===== src/logic/ckg_pkg.sv =====
// constants for the control register bytes 4 to 8 of the clock generator
`default_nettype none
package ckg_pkg;
    // command codes that select a register byte, and the value read at unmapped codes
    localparam logic [7:0] OFF_STRAP_E_FREE = 8'h04;
    localparam logic [7:0] OFF_DRIVE_MODE   = 8'h05;
    localparam logic [7:0] OFF_TEST_STOP    = 8'h06;
    localparam logic [7:0] OFF_IDENTITY     = 8'h07;
    localparam logic [7:0] OFF_SPREAD       = 8'h08;
    localparam logic [7:0] UNMAPPED_READ    = 8'h00;

    // writable bits of bytes 4, 5, 6 and 8
    localparam logic [7:0] MASK_STRAP_E_FREE = 8'h78;
    localparam logic [7:0] MASK_DRIVE_MODE   = 8'h8b;
    localparam logic [7:0] MASK_TEST_STOP    = 8'hd8;
    localparam logic [7:0] MASK_SPREAD       = 8'hf6;

    // reserved bits that read back as one
    localparam logic [7:0] ONES_STRAP_E_FREE = 8'h07;

    // reset values of the writable bits and of the strap latch
    localparam logic [7:0] RST_STRAP_E_FREE = 8'h00;
    localparam logic [7:0] RST_DRIVE_MODE   = 8'h00;
    localparam logic [7:0] RST_TEST_STOP    = 8'h18;
    localparam logic [7:0] RST_SPREAD       = 8'h06;
    localparam logic [4:0] RST_STRAPS       = 5'h00;

    // field positions, byte 4
    localparam int BIT_STRAP_E     = 7;
    localparam int BIT_DOT_PD      = 6;
    localparam int BIT_FREE_STOP_2 = 5;
    localparam int BIT_FREE_STOP_0 = 3;
    // byte 5
    localparam int BIT_SRC_STOP_HIZ = 7;
    localparam int BIT_SRC_PD_HIZ   = 3;
    localparam int BIT_CPU1_PD_HIZ  = 1;
    localparam int BIT_CPU0_PD_HIZ  = 0;
    // byte 6
    localparam int BIT_TEST_SEL   = 7;
    localparam int BIT_TEST_MODE  = 6;
    localparam int BIT_STRAP_D    = 5;
    localparam int BIT_REF_LOW    = 4;
    localparam int BIT_SW_STOP_N  = 3;
    localparam int BIT_STRAP_C    = 2;
    localparam int BIT_STRAP_B    = 1;
    localparam int BIT_STRAP_A    = 0;
    // byte 8
    localparam int BIT_CPU_DEPTH  = 7;
    localparam int BIT_CPU_PROF   = 6;
    localparam int BIT_SERIAL_REF_SPREAD_DEPTH_EN  = 5;
    localparam int BIT_SRC_DEPTH  = 4;

    // strap vector order {e, d, c, b, a}
    localparam int STRAP_E = 4;
    localparam int STRAP_D = 3;
    localparam int STRAP_C = 2;
    localparam int STRAP_B = 1;
    localparam int STRAP_A = 0;

    typedef enum logic {ST_RUN, ST_STOPPED} ckg_stop_state_type;
endpackage
`default_nettype wire


===== src/logic/ckg_stop_seq.sv =====
// glitch-free stop and restart of the stoppable clock outputs
`timescale 1ns/1ps
`default_nettype none
module ckg_stop_seq (
    // clock and reset
    input  wire logic       i_clk,
    input  wire logic       i_rst,
    // control
    input  wire logic       i_stop_n,
    input  wire logic       i_phase_tick,
    input  wire logic [2:0] i_free_stoppable,
    input  wire logic       i_src_hiz_mode,
    // gate controls
    output logic            o_pci_run,
    output logic [2:0]      o_free_run,
    output logic            o_src_run,
    output logic            o_src_hiz
);
    ckg_pkg::ckg_stop_state_type state_reg;
    ckg_pkg::ckg_stop_state_type state_next;
    logic                        stopped_next;

    // only move at the low-phase boundary so no runt pulse is cut
    always_comb begin
        state_next = state_reg;
        case (state_reg)
            ckg_pkg::ST_RUN: begin
                if (i_phase_tick && !i_stop_n) state_next = ckg_pkg::ST_STOPPED;
            end
            ckg_pkg::ST_STOPPED: begin
                if (i_phase_tick && i_stop_n) state_next = ckg_pkg::ST_RUN;
            end
            default: state_next = ckg_pkg::ST_RUN;
        endcase
    end

    assign stopped_next = (state_next == ckg_pkg::ST_STOPPED);

    always_ff @(posedge i_clk) begin
        if (i_rst) begin
            state_reg  <= ckg_pkg::ST_RUN;
            o_pci_run  <= 1'b1;
            o_free_run <= 3'h7;
            o_src_run  <= 1'b1;
            o_src_hiz  <= 1'b0;
        end else begin
            state_reg  <= state_next;
            o_pci_run  <= !stopped_next;
            o_free_run <= stopped_next ? ~i_free_stoppable : 3'h7;
            o_src_run  <= !stopped_next;
            o_src_hiz  <= stopped_next && i_src_hiz_mode;
        end
    end
endmodule // ckg_stop_seq
`default_nettype wire


===== src/logic/ckg_ctrl_regs.sv =====
// control register bytes 4 to 8: straps, stop, drive modes, spread
//
// What this block does
// - straps latched at power-good read as read-only
// - byte4 bit6 sets dot pair power-down drive
// - byte4 bits5..3 make free PCI clocks stoppable
// - byte5 bit7 tri-states SRC during software stop
// - byte5 bit3 tri-states SRC 7..1 in power-down
// - byte5 bits1,0 tri-state CPU pairs in power-down
// - byte6 bit6 test mode, bit7 picks output
// - byte6 bit4 reference strength, one means low
// - writing zero stops stoppable clocks without runts
// - writing one restarts stopped clocks without runts
// - byte8 bit7 selects CPU spread depth
// - byte8 bit6 selects CPU down or center
// - byte8 bit5 enables SRC spread, reset off
// - byte8 bit4 selects SRC spread depth
`timescale 1ns/1ps
`default_nettype none
module ckg_ctrl_regs #(
    // arbitrary identity values, not tied to any real part
    parameter logic [3:0] REVISION_CODE = 4'h1,
    parameter logic [3:0] VENDOR_CODE   = 4'h5
) (
    // clock and reset
    input  wire logic       I_CLOCK,
    input  wire logic       I_RST,
    // byte access from the serial protocol engine
    input  wire logic [7:0] I_CMD_CODE,
    input  wire logic       I_WR_STB,
    input  wire logic [7:0] I_WR_DATA,
    input  wire logic       I_RD_STB,
    output logic [7:0]      O_RD_DATA,
    output logic            O_RD_VALID,
    // pins sampled at power-good
    input  wire logic       I_POWER_GOOD_N,
    input  wire logic       I_STRAP_SEL_E,
    input  wire logic       I_STRAP_SEL_D,
    input  wire logic       I_STRAP_SEL_C,
    input  wire logic       I_STRAP_SEL_B,
    input  wire logic       I_STRAP_SEL_A,
    // low-phase boundary of the PCI clock, same clock domain
    input  wire logic       I_PCI_PHASE_TICK,
    // drive mode controls
    output logic            O_DOT_POWERDOWN_DRIVE,
    output logic [2:0]      O_FREE_PCI_STOPPABLE,
    output logic            O_SRC_STOP_TRISTATE,
    output logic            O_SRC_7_TO_1_PD_TRISTATE,
    output logic [1:0]      O_CPU_PD_TRISTATE,
    // test and reference controls
    output logic            O_TEST_MODE,
    output logic            O_TEST_SEL,
    output logic            O_REFERENCE_OUTPUT_STRENGTH,
    // spread spectrum controls
    output logic            O_CPU_SPREAD_DEPTH,
    output logic            O_CPU_SPREAD_PROFILE,
    output logic            O_SERIAL_REF_SPREAD_ENABLE,
    output logic            O_SERIAL_REF_SPREAD_DEPTH,
    // gate controls for the stoppable outputs
    output logic            O_PCI_RUN,
    output logic [2:0]      O_FREE_PCI_RUN,
    output logic            O_SRC_RUN,
    output logic            O_SRC_STOP_HIZ
);
    logic [7:0] b4_reg;
    logic [7:0] b5_reg;
    logic [7:0] b6_reg;
    logic [7:0] b8_reg;
    logic [4:0] strap_s1_reg;
    logic [4:0] strap_s2_reg;
    logic       pg_s1_reg;
    logic       pg_s2_reg;
    logic       captured_reg;
    logic [4:0] straps_reg;

    wire  [4:0] strap_pins = {I_STRAP_SEL_E, I_STRAP_SEL_D, I_STRAP_SEL_C,
                              I_STRAP_SEL_B, I_STRAP_SEL_A};
    wire        capture    = !pg_s2_reg && !captured_reg;

    // merge written bits into a byte, keeping the read-only ones
    function automatic logic [7:0] merge(input logic [7:0] old_val,
                                         input logic [7:0] wdata,
                                         input logic [7:0] mask);
        merge = (old_val & ~mask) | (wdata & mask);
    endfunction

    wire wr4 = I_WR_STB && (I_CMD_CODE == ckg_pkg::OFF_STRAP_E_FREE);
    wire wr5 = I_WR_STB && (I_CMD_CODE == ckg_pkg::OFF_DRIVE_MODE);
    wire wr6 = I_WR_STB && (I_CMD_CODE == ckg_pkg::OFF_TEST_STOP);
    wire wr8 = I_WR_STB && (I_CMD_CODE == ckg_pkg::OFF_SPREAD);

    wire [7:0] b4_next = wr4 ? merge(b4_reg, I_WR_DATA,
                                     ckg_pkg::MASK_STRAP_E_FREE) : b4_reg;
    wire [7:0] b5_next = wr5 ? merge(b5_reg, I_WR_DATA,
                                     ckg_pkg::MASK_DRIVE_MODE) : b5_reg;
    wire [7:0] b6_next = wr6 ? merge(b6_reg, I_WR_DATA,
                                     ckg_pkg::MASK_TEST_STOP) : b6_reg;
    wire [7:0] b8_next = wr8 ? merge(b8_reg, I_WR_DATA,
                                     ckg_pkg::MASK_SPREAD) : b8_reg;

    // read views; strap bits come from the latch, never from the write
    wire [7:0] view4 = (b4_reg & ckg_pkg::MASK_STRAP_E_FREE)
                     | ckg_pkg::ONES_STRAP_E_FREE
                     | {straps_reg[ckg_pkg::STRAP_E], 7'h00};
    wire [7:0] view5 = b5_reg & ckg_pkg::MASK_DRIVE_MODE;
    wire [7:0] view6 = (b6_reg & ckg_pkg::MASK_TEST_STOP)
                     | {2'h0, straps_reg[ckg_pkg::STRAP_D], 2'h0,
                        straps_reg[ckg_pkg::STRAP_C],
                        straps_reg[ckg_pkg::STRAP_B],
                        straps_reg[ckg_pkg::STRAP_A]};
    wire [7:0] view7 = {REVISION_CODE, VENDOR_CODE};
    wire [7:0] view8 = b8_reg & ckg_pkg::MASK_SPREAD;

    wire [7:0] rd_sel =
        (I_CMD_CODE == ckg_pkg::OFF_STRAP_E_FREE) ? view4 :
        (I_CMD_CODE == ckg_pkg::OFF_DRIVE_MODE)   ? view5 :
        (I_CMD_CODE == ckg_pkg::OFF_TEST_STOP)    ? view6 :
        (I_CMD_CODE == ckg_pkg::OFF_IDENTITY)     ? view7 :
        (I_CMD_CODE == ckg_pkg::OFF_SPREAD)       ? view8 :
        ckg_pkg::UNMAPPED_READ;
    wire [7:0] rd_data_next = I_RD_STB ? rd_sel : O_RD_DATA;

    // pin synchronisers; first stage feeds only the second
    always_ff @(posedge I_CLOCK) begin
        if (I_RST) begin
            strap_s1_reg <= 5'h00;
            strap_s2_reg <= 5'h00;
            pg_s1_reg    <= 1'b1;
            pg_s2_reg    <= 1'b1;
        end else begin
            strap_s1_reg <= strap_pins;
            strap_s2_reg <= strap_s1_reg;
            pg_s1_reg    <= I_POWER_GOOD_N;
            pg_s2_reg    <= pg_s1_reg;
        end
    end

    // latch once per power-good assertion; rearm when it drops away
    always_ff @(posedge I_CLOCK) begin
        if (I_RST) begin
            captured_reg <= 1'b0;
            straps_reg   <= ckg_pkg::RST_STRAPS;
        end else begin
            captured_reg <= !pg_s2_reg;
            if (capture) straps_reg <= strap_s2_reg;
        end
    end

    always_ff @(posedge I_CLOCK) begin
        if (I_RST) begin
            b4_reg <= ckg_pkg::RST_STRAP_E_FREE;
            b5_reg <= ckg_pkg::RST_DRIVE_MODE;
            b6_reg <= ckg_pkg::RST_TEST_STOP;
            b8_reg <= ckg_pkg::RST_SPREAD;
        end else begin
            b4_reg <= b4_next;
            b5_reg <= b5_next;
            b6_reg <= b6_next;
            b8_reg <= b8_next;
        end
    end

    always_ff @(posedge I_CLOCK) begin
        if (I_RST) begin
            O_RD_DATA  <= 8'h00;
            O_RD_VALID <= 1'b0;
        end else begin
            O_RD_DATA  <= rd_data_next;
            O_RD_VALID <= I_RD_STB;
        end
    end

    // controls come straight from register bits
    assign O_DOT_POWERDOWN_DRIVE = b4_reg[ckg_pkg::BIT_DOT_PD];
    assign O_FREE_PCI_STOPPABLE  =
        b4_reg[ckg_pkg::BIT_FREE_STOP_2:ckg_pkg::BIT_FREE_STOP_0];
    assign O_SRC_STOP_TRISTATE   = b5_reg[ckg_pkg::BIT_SRC_STOP_HIZ];
    assign O_SRC_7_TO_1_PD_TRISTATE = b5_reg[ckg_pkg::BIT_SRC_PD_HIZ];
    assign O_CPU_PD_TRISTATE     = {b5_reg[ckg_pkg::BIT_CPU1_PD_HIZ],
                                    b5_reg[ckg_pkg::BIT_CPU0_PD_HIZ]};
    assign O_TEST_MODE           = b6_reg[ckg_pkg::BIT_TEST_MODE];
    assign O_TEST_SEL            = b6_reg[ckg_pkg::BIT_TEST_SEL];
    assign O_REFERENCE_OUTPUT_STRENGTH = b6_reg[ckg_pkg::BIT_REF_LOW];
    assign O_CPU_SPREAD_DEPTH    = b8_reg[ckg_pkg::BIT_CPU_DEPTH];
    assign O_CPU_SPREAD_PROFILE  = b8_reg[ckg_pkg::BIT_CPU_PROF];
    assign O_SERIAL_REF_SPREAD_ENABLE = b8_reg[ckg_pkg::BIT_SERIAL_REF_SPREAD_DEPTH_EN];
    assign O_SERIAL_REF_SPREAD_DEPTH  = b8_reg[ckg_pkg::BIT_SRC_DEPTH];

    // stop bit acts only at the phase boundary, trading a little latency
    ckg_stop_seq u_stop (
        .i_clk            (I_CLOCK),
        .i_rst            (I_RST),
        .i_stop_n         (b6_reg[ckg_pkg::BIT_SW_STOP_N]),
        .i_phase_tick     (I_PCI_PHASE_TICK),
        .i_free_stoppable (O_FREE_PCI_STOPPABLE),
        .i_src_hiz_mode   (O_SRC_STOP_TRISTATE),
        .o_pci_run        (O_PCI_RUN),
        .o_free_run       (O_FREE_PCI_RUN),
        .o_src_run        (O_SRC_RUN),
        .o_src_hiz        (O_SRC_STOP_HIZ)
    );
endmodule // ckg_ctrl_regs
`default_nettype wire


===== config.mk =====
export PLATFORM = sky130hd
export DESIGN_NAME = ckg_ctrl_regs
export DESIGN_NICKNAME = d
export VERILOG_FILES = /design/src/logic/ckg_pkg.sv /design/src/logic/ckg_stop_seq.sv /design/src/logic/ckg_ctrl_regs.sv
export SDC_FILE = /design/constraint.sdc
export NUM_CORES = 1
export LEC_CHECK = 0
export BUFFER_PORTS_ARGS = -buffer_cell sky130_fd_sc_hd__buf_4
export CAP_MARGIN = 20
export CORE_MARGIN = 4
export CORE_UTILIZATION = 50
export DETAILED_ROUTE_END_ITERATION = 10
export PLACE_DENSITY = 0.8
export SETUP_SLACK_MARGIN = 0.2
export SLEW_MARGIN = 20
export SYNTH_ARGS = -nofsm -noshare
export SYNTH_HDL_FRONTEND = slang
export SYNTH_SLANG_ARGS = --single-unit

===== constraint.sdc =====
create_clock -name I_CLOCK -period 2.6 [get_ports I_CLOCK]
set_clock_uncertainty 0.1 [all_clocks]
set_input_delay 0.52 -clock I_CLOCK [delete_from_list [all_inputs] [get_ports I_CLOCK]]
set_output_delay 0.52 -clock I_CLOCK [all_outputs]
set_load 0.02 [all_outputs]

### After elaboration in Yosys (flattened, before gate mapping)

Cells that the tools add are included.

| storage, ports and cells | value |
|---|---|
| register bits after elaboration | 65 |
| latch bits | 0 |
| bits in writable memories | 0 |
| ROM bits | 0 |
| output and inout port bits | 30 |
| word-level logic and storage cells | 51 |
| memories kept | 0 |

| operators by class | value |
|---|---|
| add/sub/neg operators | 0 |
| $mul | 0 |
| div/mod/pow operators | 0 |
| magnitude comparators | 0 |
| equal/unequal tests | 5 |
| shift operators | 0 |
| muxes and demuxes | 8 |
| bitwise operators | 9 |
| reductions and logical operators | 13 |

Operators by type and width:

| cell | count |
|---|---|
| $mux W8 | 5 |
| $eq A8 B3 Y1 const B | 4 |
| $or A7 B8 Y8 | 2 |
| $eq A8 B4 Y1 const B | 1 |
| $logic_and A1 B1 Y1 | 8 |
| $or A4 B8 Y8 | 1 |
| $or A6 B8 Y8 | 1 |
| $or A8 B6 Y8 | 1 |
| $or A8 B7 Y8 | 1 |
| $logic_not A1 Y1 | 4 |
| $not A3 Y3 | 1 |
| $mux W1 | 2 |
| $not A1 Y1 | 2 |
| $pmux W1 S2 | 1 |
| $reduce_or A2 Y1 | 1 |

### Longest topological paths before layout

Gate-level depths: netlist of the first run.

| depth | value |
|---|---|
| depth after elaboration | 6 |
| mapped depth | 5 |
| depth with buffers taken out | 4 |

### Modules after synthesis

A second synthesis of the first run with hierarchy kept.

| second synthesis, totals | value |
|---|---|
| cell total of the unflattened synthesis | 196 |
| area total of the unflattened synthesis | 1944.4 um^2 |

Modules (own cells, without submodules):

| module | times used | cells each | area an instance (um^2) |
|---|---|---|---|
| ckg_ctrl_regs | 1 | 181 | 1751.7 |
| ckg_stop_seq | 1 | 15 | 192.7 |

### Least setup slack after synthesis of the first run

No wires, ideal clock.

| timing | value |
|---|---|
| path type | input port to flip-flop |
| start point | in I_CMD_CODE[7] |
| end point | reg b4_reg[6] |
| setup time | 0.128 ns |
| arrival time | 1.730 ns |
| data required time | 2.372 ns |
| slack | 0.642 ns |
| cell stages on the path | 4 |
| buffers on the path | 0 |
| cell sequence | or4_4 -> nor4_4 -> mux2i_1 -> nor2_1 |

| between the ends | value |
|---|---|
| cells in the longest elaborated chain, start to end | 2 |

Ends and longest elaborated chain:

| element | RTL line | text |
|---|---|---|
| start: declaration | ckg_ctrl_regs.sv:29 | `input wire logic [7:0] I_CMD_CODE,` |
| $eq A8 B3 Y1 | ckg_ctrl_regs.sv:87 | `wire wr4 = I_WR_STB && (I_CMD_CODE == ckg_pkg::OFF_STRAP_E_FREE);` |
| $logic_and A1 B1 Y1 | ckg_ctrl_regs.sv:87 |  |
| end signal: assignment | ckg_ctrl_regs.sv:151 | `b4_reg <= ckg_pkg::RST_STRAP_E_FREE;` |
| end signal: assignment | ckg_ctrl_regs.sv:156 | `b4_reg <= b4_next;` |
| end: declaration | ckg_ctrl_regs.sv:65 | `logic [7:0] b4_reg;` |

No other way between the ends.
A chain may end at the register's enable or synchronous reset.

### Worst setup path after layout of the first run

| timing | value |
|---|---|
| start point | in I_CMD_CODE[7] |
| end point | reg b4_reg[5] |

The elaborated chain is that of the path after synthesis.

==> impl_metrics.ini, run 1 <==
[cts]
cts_setup_buffers = 0
cts_root_buffer = clkbuf_8
cts_tree = built
cts_hold_buf = 0
cts_sinks = 51
cts_resized = 0
clk_latency_ps = 300
cts_buffers = 5
htreeDepth = 2
cts.clk_slew.worst_paths_ps = 90
clock_path_buffers = 2

[global_route]
grt_pass1_wl_um = 6851
grt_usage = 0.1763
grt_util_met3 = 0.05652
use_met1 = 0.2210
met2_usage = 0.2839
grt_pass1_vias = 1412
grt_max_degree = 46
gr-total-overflow = 0
antenna_found_initial = 0
busiest_layer = met2

[setup_path]
cp_top_family = simple AND/OR/NAND/NOR gates
slowest_delay_ps = 610
end_kind = register
worstPathCellList = buf_4 > or4_4 > nor4_4 > mux2i_1 > nor2_1
crit_arrival_ps = 1940
cp_num_buf_inv = 1
crit_slowest_cell = or4_4
crit_start = I_CMD_CODE[7]
worst_ep_required_time_ps = 2690
cp_max_fo = 5
critical_path_class = primary input to register
cp-start-kind = primary input
timing.rr.start = b6_reg[3]

[logic_synthesis]
ys.flop_type = dfxtp_1
synth.ff_latch_count = 51
synth_area_leaders = dfxtp_1 (54%), mux2i_1 (7.9%), nor2b_1 (4.9%), nor2_1 (4.7%), a21oi_1 (3.2%)
synth_edf_count = 0
synth_common_cells = dfxtp_1 (51), nor2_1 (24), nand2_1 (16)
post_synth_num_cell_types = 31
syn_inst = 196
synth-async-reset-ratio = 0
synth_top_cell_area_share = 0.5365
avgSynthCellArea_um2 = 9.710
synth_nets = 223
yosys.area.top_type = dfxtp_1
yosys_warnings = 0
synth_area_mm2 = 0.001903
synth_most_common_cell = dfxtp_1
yosysSeqAreaShare = 0.5365

[sta]
grt_setup_unrepaired = no
worst_slack_ps = 746.2
finalSetupTns_ps = 0
setup-violations-final = 0
period_share = 0.7130
finalHoldViolations = 0
worst_pin_slew_ps = 494.7
maxSlewViolCount = 0
fmax_mhz = 539.4
slew_headroom = 0.6693
min_period_ps = 1854

[floorplanning]
die_area_mm2 = 0.004857
die_y_um = 69.70
core-area_mm2 = 0.003661
initial_core_util = 0.5198
io_pins = 57
rows = 22
die_x_um = 69.70

[final_layout]
fin_nets = 279
n_antenna_cell = 0
area_growth_pct = 29.91
drive_gt1_frac = 0.2925
largest_reg_flops = 8

[drt]
drtIter0Drc = 103
viasPerCell = 5.229
num_vias = 1574
drt-pass1-iter-count = 4
ant_nets = 0
wl_per_cell_um = 13.59
drt_wl_total_um = 4091
drc = 0

[worst_hold_path]
hold_class = primary input to register
hp-start = I_POWER_GOOD_N

[pwr]
p_leak_nw = 1.013
powerDensity_mw_per_mm2 = 585.5
irDropWorstVdd_uv = 467.6

[flow_run]
max_cap_viol_count = 0

[placed_design]
place.gp.congestion = 0.7818
dp_hpwl_um = 2959
portBuffers = 56
dpl_worst_slack_ps = 420.3

[status]
status = finished clean
[final cells by class]
type	instances	area (um2)
multi-input combinational	131	824.5
clock buffer	5	68.82
sequential	51	1021
tap	48	60.06
clock inverter	3	47.55
fill	305	1189
inverter	6	22.52
timing repair buffer	57	427.9
[worst paths after layout]
path                                    endpoint  slack (ps)  cells past startpoint
worst min register to register         pg_s2_reg         320                      1
worst min-delay path                   pg_s1_reg         290                      2
worst max register to register  u_stop.o_src_hiz        1360                      4
worst max-delay path                   b4_reg[5]         750                      5
[metal layers]
layer | share of wire | vias to the layer above
li1 | - | 785
met5 | 0 | -
met3 | 0.082 | 5
met1 | 0.43 | 714
met2 | 0.47 | 70
met4 | 0.014 | 0
[cell families after synthesis]
family	synth area share
flops	0.5365
mux	0.09073
compound gates	0.1144
simple gates	0.2281
buf+inv	0.03024
[worst register-to-register path, cell delays in order, from the launching register on]
cell and delay [ps]:
dfxtp_1 340, nand2b_1 140, a21oi_1 400, inv_1 100
nor2_1 90
[metrics by stage]
step | hold WS (ps) | utilization | cells | power, mW | cell area (um2)
2_1_floorplan | 289.5 | - | 196 | 0.8596 | 1903
3_3_place_gp | 291.7 | 0.6435 | 293 | 0.9066 | 2356
3_5_place_dp | 304.4 | 0.6435 | 293 | 0.9079 | 2356
4_1_cts | 280.0 | 0.6753 | 301 | 1.457 | 2472
5_1_grt | 287.1 | 0.6753 | 301 | 1.498 | 2472
6_report | 289.0 | 0.6753 | 301 | 1.448 | 2472
[cell usage in the layout, fill, tap and decap left out, types with 4 or more instances in the layout]
cell,count
a21oi_1,12
a22oi_1,4
buf_4,57
clkbuf_8,5
dfxtp_1,51
inv_1,6
mux2i_1,15
nand2_1,16
nand2b_1,5
nor2_1,24
nor2b_1,15
nor3_1,4
o21ai_0,10
[power breakdown]
group	total [mW]	internal, mW	switching [mW]
combinational	0.0940	0.0451	0.0489
clock	0.558	0.292	0.266
sequential	0.796	0.792	0.00398
Note: power is estimated with default switching activity, not from simulation.
==> run 2: changes to the inputs <==
--- a/config.mk
+++ b/config.mk
@@ -5,12 +5,13 @@
 export SDC_FILE = /design/constraint.sdc
 export NUM_CORES = 1
 export LEC_CHECK = 0
+export ABC_AREA = 1
 export BUFFER_PORTS_ARGS = -buffer_cell sky130_fd_sc_hd__buf_4
 export CAP_MARGIN = 20
 export CORE_MARGIN = 4
-export CORE_UTILIZATION = 50
+export CORE_UTILIZATION = 46
 export DETAILED_ROUTE_END_ITERATION = 10
-export PLACE_DENSITY = 0.8
+export PLACE_DENSITY = 0.77
 export SETUP_SLACK_MARGIN = 0.2
 export SLEW_MARGIN = 20
 export SYNTH_ARGS = -nofsm -noshare
==> constraint.sdc (replaced) <==
create_clock -name I_CLOCK -period 1.65 [get_ports I_CLOCK]
set_clock_uncertainty 0.1 [all_clocks]
set_input_delay 0.33 -clock I_CLOCK [delete_from_list [all_inputs] [get_ports I_CLOCK]]
set_output_delay 0.33 -clock I_CLOCK [all_outputs]
set_load 0.02 [all_outputs]
==> run 2 against run 1 <==
  * Synthesized cell count is 26% higher
  * Sequential share of layout area shrank 1.6 points
  * Power rose by 72%
  * Global-route usage decreased by 0.62 points
  * Clock-buffer cell count stayed put
  * Critical path type is now register to output pin
  * Largest cell class unchanged
==> impl_metrics.ini, run 2 <==
[logic_synthesis]
synth-async-reset-ratio = 0
yosys_warnings = 0
synth_edf_count = 0
post_synth_num_cell_types = 27
ys.flop_type = dfxtp_1
synth_top_cell_area_share = 0.5168
synth_most_common_cell = dfxtp_1
synth_area_leaders = dfxtp_1 (52%), inv_1 (6.8%), nor2_1 (6.5%), o21ai_0 (6.1%), a21oi_1 (5.6%)
synth_area_mm2 = 0.001976
avgSynthCellArea_um2 = 8.031
synth.ff_latch_count = 51
synth_common_cells = dfxtp_1 (51), inv_1 (36), nor2_1 (34)
syn_inst = 246
yosys.area.top_type = dfxtp_1
yosysSeqAreaShare = 0.5168
synth_nets = 273

[final_layout]
fin_nets = 332
fin_area_mm2 = 0.002575
n_antenna_cell = 0
largest_reg_flops = 8
final_common_cell = buf_4
fillers = 362
area_growth_pct = 30.34
post-route-util = 0.6301
drive_gt1_frac = 0.2974
mostFrequentLayoutCells = buf_4 (59), dfxtp_1 (51), inv_1 (36)
final_cells = 356

[global_route]
grt_usage = 0.1701
antenna_found_initial = 0
grt_pass1_vias = 1591
grt_pass1_wl_um = 7107
gr-total-overflow = 0
grt_max_degree = 18

[drt]
drt-pass1-iter-count = 4
viasPerCell = 4.893
drtIter0Drc = 102
num_vias = 1742
drc = 0
drt_wl_total_um = 4403
wl_per_cell_um = 12.37
ant_nets = 0

[setup_path]
critical_path_class = register to output pin
cp_top_family = flip-flops
crit_arrival_ps = 860
worst_ep_required_time_ps = 1220
worstPathCellList = buf_4
crit_slowest_cell = dfxtp_1
r2r_end = u_stop.o_src_hiz
reg2reg_slack_ps = 570
cp-start-kind = register
cp_num_buf_inv = 1
cp_max_fo = 3
slowest_delay_ps = 390
timing.rr.start = b6_reg[3]
r2r_cells = 5
end_kind = output pin

[status]
status = finished clean

[sta]
slew_headroom = 0.7864
period_share = 0.7799
fmax_mhz = 777.1
holdWs_ps = 113.9
maxSlewViolCount = 0
finalHoldViolations = 0
min_period_ps = 1287
worst_pin_slew_ps = 319.2
finalSetupTns_ps = 0
grt_setup_unrepaired = no
setup-violations-final = 0

[worst_hold_path]
worst_hold_path.endpoint = pg_s1_reg
hp-start = I_POWER_GOOD_N
min_path_cells = 2
hold_class = primary input to register

[floorplanning]
io_pins = 57
core-area_mm2 = 0.004086
initial_core_util = 0.4835
rows = 23
die_y_um = 73.54
die_area_mm2 = 0.005407
die_x_um = 73.54

[cts]
cts_hold_buf = 0
cts_resized = 0
cts_sinks = 51
cts_tree = built
clock_path_buffers = 2
cts_root_buffer = clkbuf_8
cts_buffers = 5
cts.clk_slew.worst_paths_ps = 90
clk_latency_ps = 310
htreeDepth = 2
cts_setup_buffers = 0

[placed_design]
dpl_cell_area_mm2 = 0.002439
place.gp.congestion = 0.8592
post-place-cells = 348
dp_hpwl_um = 3409
portBuffers = 56

[pwr]
p_leak_nw = 1.199
irDropWorstVdd_uv = 663.2
powerDensity_mw_per_mm2 = 968.5

[flow_run]
max_cap_viol_count = 0
## run 2: changes by cell type in the layout (fill, tap and decap cells not counted), sizes merged, moves of 4 or more
cell / previous run / this run
nand2b: 5 / 0
a22oi: 4 / 0
nand3: 3 / 13
nor3: 6 / 0
o21ai: 10 / 32
nor2: 24 / 44
nor2b: 15 / 0
inv: 7 / 40
a21oi: 12 / 22
mux2i: 15 / 0
nand2: 16 / 26
## run 2: area by class of cell
| cell class | count | area [um2] | share of cell area |
|---|---|---|---|
| Inverter | 41 | 155.1 | 0.06025 |
| Multi-Input combinational cell | 147 | 757.0 | 0.2940 |
| Timing Repair Buffer | 59 | 442.9 | 0.1720 |
| Clock inverter | 3 | 67.56 | 0.02624 |
| Clock buffer | 5 | 68.82 | 0.02672 |
| Tap cell | 50 | 62.56 | 0.02430 |
| Sequential cell | 51 | 1021 | 0.3965 |
## run 2: through the flow
stage / power (mW) / setup WS [ps]
2_1_floorplan: 1.411 / 346.7
3_3_place_gp: 1.505 / 102.0
3_5_place_dp: 1.510 / 66.93
4_1_cts: 2.506 / 358.2
5_1_grt: 2.584 / 220.5
6_report: 2.494 / 363.2
## run 2: worst max-delay path by stage
stage / start / end / cells past startpoint
after global routing: I_CMD_CODE[6] / b5_reg[7] / 9
after CTS: b5_reg[3] / O_SRC_7_TO_1_PD_TRISTATE / 1
after detailed placement: I_CMD_CODE[5] / b5_reg[7] / 9
after global placement: I_CMD_CODE[6] / b6_reg[6] / 9
final: b5_reg[3] / O_SRC_7_TO_1_PD_TRISTATE / 1
after floorplan: I_CMD_CODE[6] / b5_reg[7] / 8
## run 2: per-layer routing
metal | track usage | part of all wire | vias up
li1 | - | - | 907
met1 | 0.2171 | 0.44 | 782
met2 | 0.2766 | 0.47 | 51
met3 | 0.05198 | 0.085 | 2
met4 | 0.04829 | 0.0050 | 0
met5 | 0 | 0 | -
## run 2: where the power goes
group	leakage, nW	switching, mW	internal (mW)
clock network	0.0644	0.409	0.604
logic	0.718	0.116	0.0900
registers	0.416	0.0114	1.26
## run 2: logic make-up after synthesis
group           Yosys count  synth area share
compound gates           62            0.1685
buf+inv                  48            0.1001
flops                    51            0.5168
simple gates             85            0.2147
